File: config.mk
export PLATFORM = sky130hd
export DESIGN_NAME = smbus_config_register_port
export DESIGN_NICKNAME = d
export VERILOG_FILES = /design/src/logic/smbus_cfg_pkg.sv /design/src/logic/bus_condition_detect.sv /design/src/logic/nvm_copy_sequencer.sv /design/src/logic/smbus_config_register_port.sv
export SDC_FILE = /design/constraint.sdc
export NUM_CORES = 1
export LEC_CHECK = 0
export ABC_AREA = 1
export BUFFER_PORTS_ARGS = -buffer_cell sky130_fd_sc_hd__buf_2
export CAP_MARGIN = 20
export CORE_MARGIN = 4
export CORE_UTILIZATION = 60
export CTS_BUF_LIST = sky130_fd_sc_hd__clkbuf_8 sky130_fd_sc_hd__clkbuf_16
export CTS_CLUSTER_DIAMETER = 80
export DETAILED_ROUTE_END_ITERATION = 7
export MAX_ROUTING_LAYER = met4
export PLACE_DENSITY = 0.8
export SYNTH_ARGS = -nofsm -noshare
export SYNTH_HDL_FRONTEND = slang
export SYNTH_HIERARCHICAL = 1
export SYNTH_SLANG_ARGS = --single-unit
File: constraint.sdc
create_clock -name clk -period 6.3 [get_ports clk]
set_clock_uncertainty 0.15 [all_clocks]
set_input_delay 1.89 -clock clk [delete_from_list [all_inputs] [get_ports clk]]
set_output_delay 1.89 -clock clk [all_outputs]
set_load 0.1 [all_outputs]
File: src/logic/smbus_cfg_pkg.sv
// constants, field layout, defaults and state types of the smbus configuration port
package smbus_cfg_pkg;

  localparam logic [4:0] ADDR_FIXED     = 5'h1A;
  localparam logic [6:0] OFS_IDENTITY   = 7'h00;
  localparam logic [6:0] OFS_CFG_FIRST  = 7'h01;
  localparam logic [6:0] OFS_CFG_LAST   = 7'h0A;
  localparam logic [6:0] OFS_STATUS     = 7'h18;
  localparam logic [6:0] OFS_NVM_CTRL   = 7'h1A;
  localparam int         BIT_NVM_BUSY   = 7;
  localparam int         BIT_NVM_START  = 7;
  localparam int         BIT_CMD_SINGLE = 7;
  localparam int         BIT_REF_HIGH   = 0;
  localparam int         LSB_FB_HIGH    = 1;
  localparam int         LSB_SELECT3    = 5;
  localparam int         LSB_CFG_ZERO   = 0;
  localparam int         LSB_CFG_ONE    = 2;
  localparam int         BIT_INPUT_CLK  = 4;
  localparam logic [3:0] NVM_FIRST      = 4'h1;
  localparam logic [3:0] NVM_LAST       = 4'hA;
  // identity nibbles: arbitrary values
  localparam logic [3:0] REVISION_ID    = 4'h2;
  localparam logic [3:0] VENDOR_ID      = 4'h5;
  // reset contents of registers 10 down to 1
  localparam logic [10:1][7:0] CFG_DEFAULT =
    {8'h00, 8'h01, 8'h08, 8'h77, 8'h00, 8'h08, 8'h1B, 8'h00, 8'h08, 8'h01};

  typedef enum logic [10:0]
  {
    ST_IDLE      = 11'h001,
    ST_ADDR      = 11'h002,
    ST_ADDR_ACK  = 11'h004,
    ST_CMD       = 11'h008,
    ST_CMD_ACK   = 11'h010,
    ST_COUNT     = 11'h020,
    ST_COUNT_ACK = 11'h040,
    ST_WDATA     = 11'h080,
    ST_WDATA_ACK = 11'h100,
    ST_RDATA     = 11'h200,
    ST_RDATA_ACK = 11'h400
  } port_state_t;

  typedef enum logic [1:0]
  {
    NV_IDLE = 2'h1,
    NV_COPY = 2'h2
  } nvm_state_t;

endpackage : smbus_cfg_pkg

File: src/logic/bus_condition_detect.sv
// edge, start and stop detection on the two-wire bus
`timescale 1ns/10ps
module bus_condition_detect
(
  input  wire logic clk,
  input  wire logic reset,
  input  wire logic scl_in,
  input  wire logic sda_in,
  output logic      scl_rise,
  output logic      scl_fall,
  output logic      start_seen,
  output logic      stop_seen
);

  logic scl_q;
  logic sda_q;

  always_ff @(posedge clk)
  begin
    if (reset)
    begin
      scl_q <= 1'b1;
      sda_q <= 1'b1;
    end
    else
    begin
      scl_q <= scl_in;
      sda_q <= sda_in;
    end
  end

  assign scl_rise   = scl_in & ~scl_q;
  assign scl_fall   = ~scl_in & scl_q;
  assign start_seen = scl_in & scl_q & sda_q & ~sda_in;
  assign stop_seen  = scl_in & scl_q & ~sda_q & sda_in;

endmodule : bus_condition_detect

File: src/logic/nvm_copy_sequencer.sv
// copies a snapshot of the configuration bytes into nvm, one byte per handshake
`timescale 1ns/10ps
module nvm_copy_sequencer
  import smbus_cfg_pkg::*;
(
  input  wire logic        clk,
  input  wire logic        reset,
  input  wire logic        copy_start,
  input  wire logic [79:0] image,
  input  wire logic        nvm_wr_ready,
  output logic             nvm_busy,
  output logic             nvm_wr_valid,
  output logic [3:0]       nvm_wr_addr,
  output logic [7:0]       nvm_wr_data
);

  nvm_state_t  state;
  logic [79:0] snap;

  // snapshot taken at the start so the copy matches the trigger moment
  always_ff @(posedge clk)
  begin
    if (reset)
    begin
      state       <= NV_IDLE;
      snap        <= '0;
      nvm_wr_addr <= NVM_FIRST;
      nvm_wr_data <= 8'h00;
    end
    else
    begin
      unique case (state)
        NV_IDLE:
        begin
          if (copy_start)
          begin
            snap        <= image;
            nvm_wr_addr <= NVM_FIRST;
            nvm_wr_data <= image[7:0];
            state       <= NV_COPY;
          end
        end
        NV_COPY:
        begin
          if (nvm_wr_ready)
          begin
            if (nvm_wr_addr == NVM_LAST)
              state <= NV_IDLE;
            else
            begin
              nvm_wr_addr <= nvm_wr_addr + 4'h1;
              nvm_wr_data <= snap[8 * nvm_wr_addr +: 8];
            end
          end
        end
      endcase
    end
  end

  assign nvm_busy     = (state == NV_COPY);
  assign nvm_wr_valid = (state == NV_COPY);

endmodule : nvm_copy_sequencer

File: src/logic/smbus_config_register_port.sv
// smbus target with the configuration register file of a three-pll synthesizer
`timescale 1ns/10ps
module smbus_config_register_port
  import smbus_cfg_pkg::*;
(
  input  wire logic        clk,
  input  wire logic        reset,
  input  wire logic        scl_in,
  input  wire logic        sda_in,
  output logic             sda_out,
  output logic             sda_oe,
  input  wire logic        nvm_wr_ready,
  output logic             nvm_wr_valid,
  output logic [3:0]       nvm_wr_addr,
  output logic [7:0]       nvm_wr_data,
  output logic             nvm_write_in_progress,
  output logic [8:0]       pll1_ref_div,
  output logic [11:0]      pll1_fb_div,
  output logic [8:0]       pll2_ref_div,
  output logic [11:0]      pll2_fb_div,
  output logic [8:0]       pll3_ref_div,
  output logic [11:0]      pll3_fb_div,
  output logic [2:0]       first_pll_bypass_mux,
  output logic [2:0]       vco_range,
  output logic [2:0]       post_divider_zero_sel,
  output logic [2:0]       post_divider_one_sel,
  output logic             input_clock_select,
  output logic [1:0]       config_input_zero,
  output logic [1:0]       config_input_one
);

  function automatic logic [8:0] ref_div(input logic [7:0] high, input logic [7:0] low);
    ref_div = {high[BIT_REF_HIGH], low};
  endfunction : ref_div

  function automatic logic [11:0] fb_div(input logic [7:0] high, input logic [7:0] low);
    fb_div = {high[LSB_FB_HIGH +: 4], low};
  endfunction : fb_div

  // block transfers step one register per byte
  function automatic logic [6:0] next_index(input logic [6:0] at);
    next_index = at + 7'h01;
  endfunction : next_index

  port_state_t state;
  logic [7:0]  regs [1:10];
  logic [7:0]  shreg;
  logic [2:0]  bitcnt;
  logic        byte_full;
  logic [6:0]  index;
  logic        single_mode;
  logic        rw_read;
  logic        wrote_once;
  logic        master_nack;

  logic        scl_rise;
  logic        scl_fall;
  logic        start_seen;
  logic        stop_seen;

  logic        receiving;
  logic        addr_select_low;
  logic        addr_select_high;
  logic        addr_match;
  logic        in_cfg;
  logic [7:0]  read_byte;
  logic [7:0]  read_load;
  logic        data_ack_ok;
  logic        reg_write;
  logic        nvm_start;
  logic [79:0] image;

  bus_condition_detect u_detect
  (
    .clk        (clk),
    .reset      (reset),
    .scl_in     (scl_in),
    .sda_in     (sda_in),
    .scl_rise   (scl_rise),
    .scl_fall   (scl_fall),
    .start_seen (start_seen),
    .stop_seen  (stop_seen)
  );

  nvm_copy_sequencer u_nvm
  (
    .clk          (clk),
    .reset        (reset),
    .copy_start   (nvm_start),
    .image        (image),
    .nvm_wr_ready (nvm_wr_ready),
    .nvm_busy     (nvm_write_in_progress),
    .nvm_wr_valid (nvm_wr_valid),
    .nvm_wr_addr  (nvm_wr_addr),
    .nvm_wr_data  (nvm_wr_data)
  );

  // address match and read selection
  assign receiving        = (state == ST_ADDR) | (state == ST_CMD) |
                            (state == ST_COUNT) | (state == ST_WDATA);
  assign addr_select_low  = regs[10][LSB_CFG_ZERO];
  assign addr_select_high = regs[10][LSB_CFG_ONE];
  assign addr_match       = (shreg[7:1] == {ADDR_FIXED, addr_select_high, addr_select_low});
  assign in_cfg           = (index >= OFS_CFG_FIRST) && (index <= OFS_CFG_LAST);
  assign read_byte        = in_cfg ? regs[index[3:0]] :
                            (index == OFS_IDENTITY && single_mode) ? {REVISION_ID, VENDOR_ID} :
                            (index == OFS_STATUS) ? {nvm_write_in_progress, 7'h00} :
                            8'h00;
  // bit 7 goes out at once, the rest waits in the shifter
  assign read_load        = {read_byte[6:0], 1'b0};
  assign data_ack_ok      = ~(single_mode & wrote_once);
  // writes land at the rising clock of the ack; ignored while nvm copy runs
  assign reg_write        = scl_rise & (state == ST_WDATA_ACK) & ~nvm_write_in_progress;
  assign nvm_start        = reg_write & (index == OFS_NVM_CTRL) & shreg[BIT_NVM_START];
  assign sda_out          = 1'b0;

  always_comb
  begin
    image = '0;
    for (int i = 1; i <= 10; i++)
      image[8 * (i - 1) +: 8] = regs[i];
  end

  // register file, defaults at reset
  always_ff @(posedge clk)
  begin
    if (reset)
    begin
      for (int i = 1; i <= 10; i++)
        regs[i] <= CFG_DEFAULT[i];
    end
    else if (reg_write && in_cfg)
      regs[index[3:0]] <= shreg;
  end

  // bit level protocol engine
  always_ff @(posedge clk)
  begin
    if (reset)
    begin
      state       <= ST_IDLE;
      shreg       <= 8'h00;
      bitcnt      <= 3'h0;
      byte_full   <= 1'b0;
      index       <= 7'h00;
      single_mode <= 1'b0;
      rw_read     <= 1'b0;
      wrote_once  <= 1'b0;
      master_nack <= 1'b0;
      sda_oe      <= 1'b0;
    end
    else if (stop_seen)
    begin
      state  <= ST_IDLE;
      sda_oe <= 1'b0;
    end
    else if (start_seen)
    begin
      state     <= ST_ADDR;
      bitcnt    <= 3'h0;
      byte_full <= 1'b0;
      sda_oe    <= 1'b0;
    end
    else if (scl_rise)
    begin
      if (receiving)
      begin
        shreg     <= {shreg[6:0], sda_in};
        bitcnt    <= bitcnt + 3'h1;
        byte_full <= (bitcnt == 3'h7);
      end
      else if (state == ST_WDATA_ACK)
      begin
        wrote_once <= 1'b1;
        if (!single_mode)
          index <= next_index(index);
      end
      else if (state == ST_RDATA_ACK)
      begin
        master_nack <= sda_in;
        if (!sda_in && !single_mode)
          index <= next_index(index);
      end
    end
    else if (scl_fall)
    begin
      unique case (state)
        ST_IDLE:
        begin
          sda_oe <= 1'b0;
        end
        ST_ADDR, ST_CMD, ST_COUNT, ST_WDATA:
        begin
          if (byte_full)
          begin
            byte_full <= 1'b0;
            bitcnt    <= 3'h0;
            if (state == ST_ADDR)
            begin
              if (addr_match)
              begin
                state   <= ST_ADDR_ACK;
                rw_read <= shreg[0];
                sda_oe  <= 1'b1;
              end
              else
                state <= ST_IDLE;
            end
            else if (state == ST_CMD)
            begin
              single_mode <= shreg[BIT_CMD_SINGLE];
              index       <= shreg[6:0];
              wrote_once  <= 1'b0;
              state       <= ST_CMD_ACK;
              sda_oe      <= 1'b1;
            end
            else if (state == ST_COUNT)
            begin
              state  <= ST_COUNT_ACK;
              sda_oe <= 1'b1;
            end
            else if (data_ack_ok)
            begin
              state  <= ST_WDATA_ACK;
              sda_oe <= 1'b1;
            end
            else
              state <= ST_IDLE;
          end
        end
        ST_ADDR_ACK:
        begin
          if (rw_read)
          begin
            state       <= ST_RDATA;
            shreg       <= read_load;
            sda_oe      <= ~read_byte[7];
            bitcnt      <= 3'h1;
            master_nack <= 1'b0;
          end
          else
          begin
            state  <= ST_CMD;
            sda_oe <= 1'b0;
          end
        end
        ST_CMD_ACK:
        begin
          state  <= single_mode ? ST_WDATA : ST_COUNT;
          sda_oe <= 1'b0;
        end
        ST_COUNT_ACK, ST_WDATA_ACK:
        begin
          state  <= ST_WDATA;
          sda_oe <= 1'b0;
        end
        ST_RDATA:
        begin
          if (bitcnt == 3'h0)
          begin
            state  <= ST_RDATA_ACK;
            sda_oe <= 1'b0;
          end
          else
          begin
            sda_oe <= ~shreg[7];
            shreg  <= {shreg[6:0], 1'b0};
            bitcnt <= bitcnt + 3'h1;
          end
        end
        ST_RDATA_ACK:
        begin
          if (master_nack)
          begin
            state  <= ST_IDLE;
            sda_oe <= 1'b0;
          end
          else
          begin
            state  <= ST_RDATA;
            shreg  <= read_load;
            sda_oe <= ~read_byte[7];
            bitcnt <= 3'h1;
          end
        end
      endcase
    end
  end

  // configuration fields toward the synthesizer
  assign pll1_ref_div          = ref_div(regs[3], regs[1]);
  assign pll1_fb_div           = fb_div(regs[3], regs[2]);
  assign first_pll_bypass_mux  = regs[3][LSB_SELECT3 +: 3];
  assign pll2_ref_div          = ref_div(regs[6], regs[4]);
  assign pll2_fb_div           = fb_div(regs[6], regs[5]);
  assign vco_range             = regs[6][LSB_SELECT3 +: 3];
  assign pll3_ref_div          = ref_div(regs[9], regs[7]);
  assign pll3_fb_div           = fb_div(regs[9], regs[8]);
  assign post_divider_zero_sel = regs[9][LSB_SELECT3 +: 3];
  assign post_divider_one_sel  = regs[10][LSB_SELECT3 +: 3];
  assign input_clock_select    = regs[10][BIT_INPUT_CLK];
  assign config_input_zero     = regs[10][LSB_CFG_ZERO +: 2];
  assign config_input_one      = regs[10][LSB_CFG_ONE +: 2];

endmodule : smbus_config_register_port

==> results of run 1 <==
-- logic make-up after synthesis --
family,count (synthesis)
buf+inv,244
simple gates,671
flops,263
other cells,1
fa+ha+maj,9
compound gates,345
xor+xnor,2
-- area by class of cell --
| cell class | instances | area [µm²] | area share |
|---|---|---|---|
| tap | 270 | 338 | 0.0242 |
| timing repair buffer | 112 | 593 | 0.0424 |
| multi-input combinational | 1060 | 5000 | 0.358 |
| clock inverter | 18 | 128 | 0.00913 |
| clock buffer | 34 | 783 | 0.0560 |
| sequential | 263 | 6550 | 0.468 |
| inverter | 155 | 589 | 0.0421 |
-- cells in the final DEF, fill, tap and decap left out, types with 4 or more instances in the layout --
| master | Yosys | final |
|---|---|---|
| nand3_1 | 113 | 112 |
| a22oi_1 | 17 | 17 |
| inv_2 | 6 | 6 |
| a21oi_2 | 9 | 9 |
| buf_2 | 13 | 99 |
| edfxtp_1 | 128 | 128 |
| dfxtp_1 | 135 | 134 |
| o21ai_0 | 151 | 151 |
| a21oi_1 | 144 | 144 |
| nand2_1 | 279 | 279 |
| nor3_1 | 9 | 9 |
| inv_1 | 143 | 150 |
| conb_1 | 1 | 33 |
| o22ai_1 | 5 | 5 |
| clkbuf_16 | 0 | 28 |
| clkbuf_8 | 0 | 6 |
| ha_1 | 9 | 9 |
| o211ai_1 | 10 | 10 |
| buf_4 | 4 | 13 |
| nor2_2 | 4 | 4 |
| nor2_1 | 216 | 216 |
| nand4_1 | 24 | 24 |
| clkinv_1 | 4 | 5 |
-- critical path: stages --
cell and delay (ns):
buf_2 0.10, inv_1 0.05, nor2_1 0.08, buf_4 0.22
inv_2 0.17, nor3_1 0.22, nand3_1 0.12, nor4_1 0.75
nand3_4 0.41, buf_4 0.54, o21ai_0 0.34, a21oi_1 0.06
-- flip-flops by register name (all words and copies together) (netlist names), 2 cells and up, named ones only --
register,cells
u_nvm/snap,80
index,7
bitcnt,3
shreg,8
u_nvm/nvm_wr_addr,4
u_nvm/nvm_wr_data,8
u_nvm/state,2
state,11
regs,128
-- metrics by stage --
step	utilization	total power [mW]	setup slack [ns]	instances	hold WS, ns
after CTS	0.689	3.88	1.69	1912	0.295
after floorplan	-	2.22	2.45	1567	0.270
final	0.689	3.87	1.52	1912	0.294
after detailed placement	0.644	2.31	1.13	1860	0.285
after global routing	0.689	3.99	1.26	1912	0.311
after global placement	0.644	2.31	1.25	1860	0.281
-- how the worst min path moves through the flow --
| stage | start | endpoint | slack (ns) |
|---|---|---|---|
| after floorplan | u_nvm/snap[64] | u_nvm/snap[64] | 0.27 |
| after global placement | u_nvm/snap[68] | u_nvm/snap[68] | 0.28 |
| after detailed placement | u_nvm/snap[71] | u_nvm/snap[71] | 0.28 |
| after CTS | u_nvm/snap[71] | u_nvm/snap[71] | 0.30 |
| after global routing | u_nvm/snap[65] | u_nvm/snap[65] | 0.31 |
| final | u_nvm/snap[71] | u_nvm/snap[71] | 0.29 |
-- report_power, final --
group	switching, mW	leakage, nW	total [mW]	internal, mW
clock network	0.672	0.461	1.59	0.922
registers	0.0371	2.34	1.87	1.83
logic	0.335	2.86	0.415	0.0798
-- Yosys cell counts (2+ instances only) --
library cell | n | share of area
edfxtp_1 | 128 | 0.31
nor2_2 | 4 | 0.0020
a21oi_1 | 144 | 0.058
clkinv_1 | 4 | 0.0012
o221ai_1 | 2 | 0.0014
dfxtp_1 | 135 | 0.22
nand3b_1 | 3 | 0.0018
nor3_1 | 9 | 0.0036
nand3_1 | 113 | 0.046
and3_1 | 3 | 0.0015
buf_6 | 2 | 0.0018
ha_1 | 9 | 0.0091
clkbuf_1 | 62 | 0.019
inv_2 | 6 | 0.0018
a31oi_1 | 3 | 0.0015
nand4_1 | 24 | 0.012
buf_4 | 4 | 0.0024
o21ai_0 | 151 | 0.061
buf_2 | 13 | 0.0052
nand2_2 | 3 | 0.0015
inv_1 | 143 | 0.043
nand2_1 | 279 | 0.084
nor4_1 | 2 | 0.0010
nor2_1 | 216 | 0.065
or2_2 | 3 | 0.0015
o211ai_1 | 10 | 0.0061
nand3_4 | 2 | 0.0028
nor3b_1 | 2 | 0.0012
o22ai_1 | 5 | 0.0025
nor2_4 | 3 | 0.0027
a22oi_1 | 17 | 0.010
a21oi_2 | 9 | 0.0064
buf_1 | 7 | 0.0021
-- routing by layer --
layer	GRT usage	routed length, µm
met1	0.406	13700
met3	0.0440	3500
met5	-	0
met4	0.134	1680
met2	0.500	16600
==> impl_metrics.toml, run 1 <==
[status]
status = "finished, final reports clean"

[setup_path]
cp-endpoint = "u_nvm/snap[26]"
critPathMaxFanout = 124
crit_type = "in2reg"
worstSetupEndpointType = "register"
worstRegToRegCells = 11
crit_start = "scl_in"
r2r_start = "state[6]"
crit_path_start_kind = "primary input"
r2r_end = "u_nvm/snap[26]"
rrSetupSlack_ns = 2.54
cp.arrival_ns = 5.03
worstPathRequired_ns = 6.55

[finish]
nets = 1634
layout-drive-gt1-share = 0.118
n_fill_cell = 1685
synthToLayoutAreaGrowth_pct = 12.8
final_area_mm2 = 0.0140
antenna_cells = 0

[drt]
wl_um = 35500
drt_iter0_drc = 1243
vias_per_cell = 5.80
vias = 11100
drcViolationCount = 0
dr.pass1.iters = 8
wire_per_inst_um = 18.5
ant_nets = 0

[logic_synthesis]
synth-simple-area-share = 0.232
synth_seq_cells = 263
ys_seq_area_frac = 0.528
synth_flop_cell = "dfxtp_1"
synth_top_family_by_area = "simple AND/OR/NAND/NOR gates"
synth_compound_area_frac = 0.150
synthXorXnorAreaFrac = 0.00141
synth_edf_count = 128
synth_cell_types = 48
synthCells = 1535
syn_area_mm2 = 0.0124
synth_warnings = 6
async_flop_share = 0
synth.avg_cell_area_um2 = 8.08
synthMuxAreaShare = 0
synthAdderAreaFrac = 0.00908

[die]
dieHeight_um = 152
dieArea_mm2 = 0.0230
rows = 52
io_pins = 101
coreArea_mm2 = 0.0203
fp.dieW_um = 152
start_util = 0.611

[global_route]
grt_usage = 0.314
grt_pass1_vias = 10000
grt_max_degree = 125
grt_pass1_wl_um = 54500
antenna_found_initial = 0
grt-ovfl-total = 0

[sta]
rsz0062_at_grt = "false"
slew_headroom = 0.318
slew_viol_final = 0
hold_viol_final = 0
post-route-period-util = 0.759
fmax_mhz = 209
fin_crit_ns = 4.78
finalSetupViolations = 0
worst_slew_pin_slew_ns = 1.02
fin_setup_tns_ns = 0

[clock_tree]
root_buffer = "clkbuf_16"
cts_tree = "yes"
hold_buffers = 0
post_cts_buffers = 0
numCtsBuffers = 28
cts.sinks = 263
cts_resized = 0
clk_pin_slew_ns = 0.06
htree_levels = 1
cts_buffer_depth = 3
clock_latency_ns = 0.55

[worst_hold_path]
hold_depth = 2
min_path_type = "reg2reg"

[place]
placed_area_mm2 = 0.0131
post-dp-hpwl_um = 24700
io_buffers = 99
place.gp.congestion = 0.977

[power_and_ir_drop]
ir_drop_v = 0.000188
power_leakage_nw = 5.66
p_per_area_mw_per_mm2 = 277

[flow_run]
max-cap-violations = 0
Power figures use the tool's default switching activity.
==> inputs of run 2 (changes only) <==
Settings changed: ABC_AREA 1 to 0.
Clock period 6.3 ns to 4.6 ns, I/O delays scaled along.
==> run 2 against run 1 <==
Net effect: hold slack gained 0.0082 ns; area after synthesis shrank 0.23%; core utilization shrank 0.22 points; cell count shrank 19%; sequential power grew 36%; cell area shrank 0.64%; flip-flop and latch count is the same; via count shrank 12%; die area shrank 0.22%; combinational power grew 11%; critical path type is now reg2out.
==> impl_metrics.toml, run 2 <==
[sta]
rsz0062_at_grt = "false"
fin_ws_ns = 0.978
worst_slew_pin_slew_ns = 1.07
finalSetupViolations = 0
fin_setup_tns_ns = 0
fmax_mhz = 276
slew_viol_final = 0
slew_headroom = 0.287
fin_crit_ns = 3.62
hold_viol_final = 0
post-route-period-util = 0.787

[power_and_ir_drop]
p_int_mw = 3.69
ir_drop_v = 0.000327
power_leakage_nw = 4.91
pwr-share-seq = 0.506
p_clk_frac = 0.403
p_sw_mw = 1.35
p_per_area_mw_per_mm2 = 363
netSwitchingFraction = 0.267
combPwrFrac = 0.091

[logic_synthesis]
synthCells = 1179
synth_warnings = 6
synth_top_area_frac = 0.311
ys_seq_area_frac = 0.529
syn_area_mm2 = 0.0124
synth_cell_types = 75
synth_edf_count = 128
async_flop_share = 0
synth_seq_cells = 263
synth.avg_cell_area_um2 = 10.5
yosys.area.top_type = "edfxtp_1"
synth_common_cells = "nand2_1, dfxtp_1, edfxtp_1"
yosysMostFrequentCell = "nand2_1"
synth.area.top_cells = "edfxtp_1, dfxtp_1, nand2_1, mux4_2, mux2i_1"
synth_flop_cell = "dfxtp_1"

[die]
start_util = 0.611
io_pins = 101
dieArea_mm2 = 0.0230
dieHeight_um = 152
rows = 52
coreArea_mm2 = 0.0202
fp.dieW_um = 152

[global_route]
antenna_found_initial = 0
grt_pass1_wl_um = 53000
grt_pass1_vias = 9076
grt-ovfl-total = 0
grt_use_met1 = 0.405
use_met3 = 0.0503
grt_max_degree = 81
grt_util_met2 = 0.496
grt-busiest-layer = "met2"
grt_usage = 0.312

[setup_path]
worstSetupEndpointType = "output pin"
critPathMaxFanout = 7
worstRegToRegCells = 6
cpLargestDelayFamily = "simple AND/OR/NAND/NOR gates"
path_buf_inv = 1
cp.arrival_ns = 2.09
r2r_start = "index[3]"
path_cells = "nor2b_2, buf_2"
crit_path_start_kind = "register"
rrSetupSlack_ns = 1.21
worstPathRequired_ns = 3.07
r2r_end = "regs[3][7]"
crit_type = "reg2out"
max_stage_delay_ns = 0.58
crit_slowest_cell = "nor2b_2"

[drt]
drt_iter0_drc = 1289
vias_per_cell = 6.30
dr.pass1.iters = 6
wl_um = 35000
drcViolationCount = 0
vias = 9799
wire_per_inst_um = 22.5
ant_nets = 0

[place]
io_buffers = 99
post-dp-hpwl_um = 24500
dpl.cell_count = 1504
place_ws_ns = 0.674
place.gp.congestion = 0.952

[finish]
regMostFlops = "regs"
final_util = 0.687
synthToLayoutAreaGrowth_pct = 12.3
nets = 1278
antenna_cells = 0
largest_reg_flops = 128
top_regs = "regs x128, u_nvm/snap x80, state x11"
final_cells = 1556
layout_commonest_cell = "nand2_1"
n_fill_cell = 1524
layout-drive-gt1-share = 0.177
final_cell_mix = "nand2_1, dfxtp_1, edfxtp_1"

[clock_tree]
cts_tree = "yes"
clock_latency_ns = 0.55
root_buffer = "clkbuf_16"
numCtsBuffers = 28
hold_buffers = 0
post_cts_buffers = 0
htree_levels = 1
cts.sinks = 263
cts_resized = 0
clk_pin_slew_ns = 0.06
cts_buffer_depth = 3

[status]
status = "finished, final reports clean"

[worst_hold_path]
min_path_type = "reg2reg"
hold_start = "u_nvm/snap[72]"
hold_depth = 2
whs_endpoint = "u_nvm/snap[72]"

[flow_run]
max-cap-violations = 0
-- run 2: cell count changes after synthesis, moves of 53 or more --
| cell | change |
|---|---|
| nor2_1 | -171 |
| nand3_1 | -83 |
| mux2i_1 | +53 |
| o21ai_0 | -140 |
| nand2_1 | -66 |
| inv_1 | -123 |
-- run 2: metal layers --
metal  routed length (µm)  share of wire
met1                13000           0.37
met2                16900           0.48
met3                 3580           0.10
met4                 1540          0.044
met5                    0              0
-- run 2: power groups by stage --
stage / sequential (mW) / combinational, mW / clock, mW
global route: 2.55 / 0.480 / 2.16
finish: 2.55 / 0.460 / 2.03
floorplan: 2.80 / 0.158 / 0
detailed placement: 2.60 / 0.457 / 0
global placement: 2.60 / 0.453 / 0
CTS: 2.55 / 0.457 / 2.05
-- run 2: layout make-up --
class                   instances  area (µm²)  share of cell area
inverters                      23        86.3             0.00621
multi-input cells             830        5430               0.391
flip-flops and latches        263        6550               0.471
clock inverters                24         129             0.00928
repair buffers                118         666              0.0479
clock buffers                  28         701              0.0504
well taps                     270         338              0.0243
-- run 2: how the worst max path moves through the flow --
stage / start / cells after the start / endpoint / slack (ns)
3_5_place_dp: scl_in / 7 / regs[4][3] / 0.67
4_1_cts: u_nvm/state[1] / 2 / nvm_write_in_progress / 1.02
5_1_grt: u_nvm/state[1] / 2 / nvm_wr_valid / 0.93
6_report: u_nvm/state[1] / 2 / nvm_write_in_progress / 0.98
2_1_floorplan: scl_in / 7 / regs[0][0] / 0.51
3_3_place_gp: scl_in / 7 / regs[7][3] / 0.81
-- run 2: logic make-up after synthesis --
group	after synthesis	synth area share
AOI/OAI and AO/OA	200	0.106
xor gates and xnor gates	9	0.00637
buffers and inverters	118	0.0422
and+or+nand+nor	493	0.205
other	1	0.000303
DFF	263	0.529
muxes	86	0.102
adders and majority gates	9	0.00910
-- run 2: tightest hold or removal path: stages (launching register included) --
cell	delay (ns)
dfxtp_1	0.31
nand2_1	0.05
a21oi_1	0.05
-- run 2: per-stage QoR --
stage | instance area [µm²] | total power, mW | hold slack (ns)
detailed placement | 13100 | 3.05 | 0.296
floorplan | 12500 | 2.96 | 0.286
global route | 13900 | 5.19 | 0.321
finish | 13900 | 5.04 | 0.302
CTS | 13900 | 5.05 | 0.304
global placement | 13100 | 3.05 | 0.291
==> inputs of run 3 (changes only) <==
Settings changed: ABC_AREA 0 to 1.
Clock period 4.6 ns to 3.42 ns, I/O delays scaled along.
==> run 3 against run 2 <==
Net effect: non-clock buffer count rose by 15; combinational power up 71%; sequential power grew 35%; highest routed layer unchanged.
==> impl_metrics.toml, run 3 (synthesis gave the netlist of run 1 again) <==
[status]
status = "finished, final reports clean"

[die]
start_util = 0.611
coreArea_mm2 = 0.0203
dieArea_mm2 = 0.0230
fp.dieW_um = 152
io_pins = 101
rows = 52
dieHeight_um = 152

[finish]
layout_commonest_cell = "nand2_1"
n_fill_cell = 1683
synthToLayoutAreaGrowth_pct = 15.1
largest_reg_flops = 128
regMostFlops = "regs"
final_util = 0.703
layout-drive-gt1-share = 0.129
top_regs = "regs x128, u_nvm/snap x80, state x11"
antenna_cells = 0
nets = 1656
final_cells = 1935
final_cell_mix = "nand2_1, nor2_1, inv_1"

[setup_path]
crit_slowest_cell = "buf_2"
crit_path_start_kind = "register"
worstSetupEndpointType = "output pin"
crit_type = "reg2out"
cp.arrival_ns = 1.93
path_cells = "inv_1, nor2_4, buf_2"
critPathMaxFanout = 14
max_stage_delay_ns = 0.53
worstPathRequired_ns = 2.24

[sta]
slew_headroom = 0.360
fin_crit_ns = 3.11
slew_viol_final = 0
hold_viol_final = 0
fmax_mhz = 322
fin_setup_tns_ns = 0
rsz0062_at_grt = "false"
finalSetupViolations = 0
post-route-period-util = 0.909
worst_slew_pin_slew_ns = 0.959

[global_route]
grt_pass1_vias = 10400
antenna_found_initial = 0
grt_usage = 0.323
grt_pass1_wl_um = 56300
grt-ovfl-total = 0
grt_max_degree = 129

[drt]
drt_iter0_drc = 1287
vias_per_cell = 5.85
drcViolationCount = 0
wl_um = 36800
dr.pass1.iters = 6
vias = 11300
wire_per_inst_um = 19.0
ant_nets = 0

[clock_tree]
cts.sinks = 263
hold_buffers = 0
post_cts_buffers = 0
cts_resized = 0
cts_tree = "yes"
root_buffer = "clkbuf_16"
clock_latency_ns = 0.55
clk_pin_slew_ns = 0.06
cts_buffer_depth = 3
htree_levels = 1
numCtsBuffers = 29

[flow_run]
max-cap-violations = 0

[place]
io_buffers = 99
dpl.cell_count = 1881
post-dp-hpwl_um = 25600
place.gp.congestion = 0.936

[power_and_ir_drop]
ir_drop_v = 0.000379
p_per_area_mw_per_mm2 = 520
power_leakage_nw = 5.85

[worst_hold_path]
min_path_type = "reg2reg"
run 3: where the power goes:
part           internal, mW  switching (mW)
logic                 0.163           0.624
registers              3.37          0.0692
clock network          1.94            1.25
total                  5.47            1.94
run 3: per-stage QoR:
stage | hold slack, ns | worst slack, ns | power, mW | area (µm²)
final | 0.292 | 0.312 | 7.42 | 14300
after global routing | 0.314 | 0.253 | 7.63 | 14300
after CTS | 0.292 | 0.313 | 7.42 | 14300
after detailed placement | 0.283 | 0.156 | 4.28 | 13300
after global placement | 0.277 | 0.300 | 4.27 | 13300
after floorplan | 0.270 | 0.435 | 4.08 | 12500
run 3: final cells by class:
cell class | count | area (µm²) | area share
clock inverter | 21 | 195 | 0.0137
timing repair buffer | 133 | 803 | 0.0563
inverter | 155 | 589 | 0.0413
sequential | 263 | 6550 | 0.459
clock buffer | 33 | 792 | 0.0555
multi-input combinational | 1060 | 5000 | 0.351
tap | 270 | 338 | 0.0237
run 3: worst max-delay path, delay by kind of cell (launching register included):
kind | cells | cell delay [ns]
simple gates | 1 | 0.46
flops | 1 | 0.30
buf+inv | 2 | 0.62
run 3: worst paths after layout:
path / from / end / slack (ns) / cells after the start
max: u_nvm/state[1] / nvm_write_in_progress / 0.31 / 3
min: u_nvm/snap[64] / u_nvm/snap[64] / 0.29 / 2
max reg2reg: state[4] / u_nvm/nvm_wr_data[6] / 0.58 / 15
min reg2reg: u_nvm/snap[64] / u_nvm/snap[64] / 0.29 / 2
run 3: layer usage:
layer	wire length, µm	part of all wire	vias to the layer above	track usage
met4	1460	0.040	0	0.120
li1	-	-	5310	-
met2	17700	0.48	624	0.530
met5	0	0	-	-
met1	14000	0.38	5267	0.410
met3	3690	0.10	119	0.0503
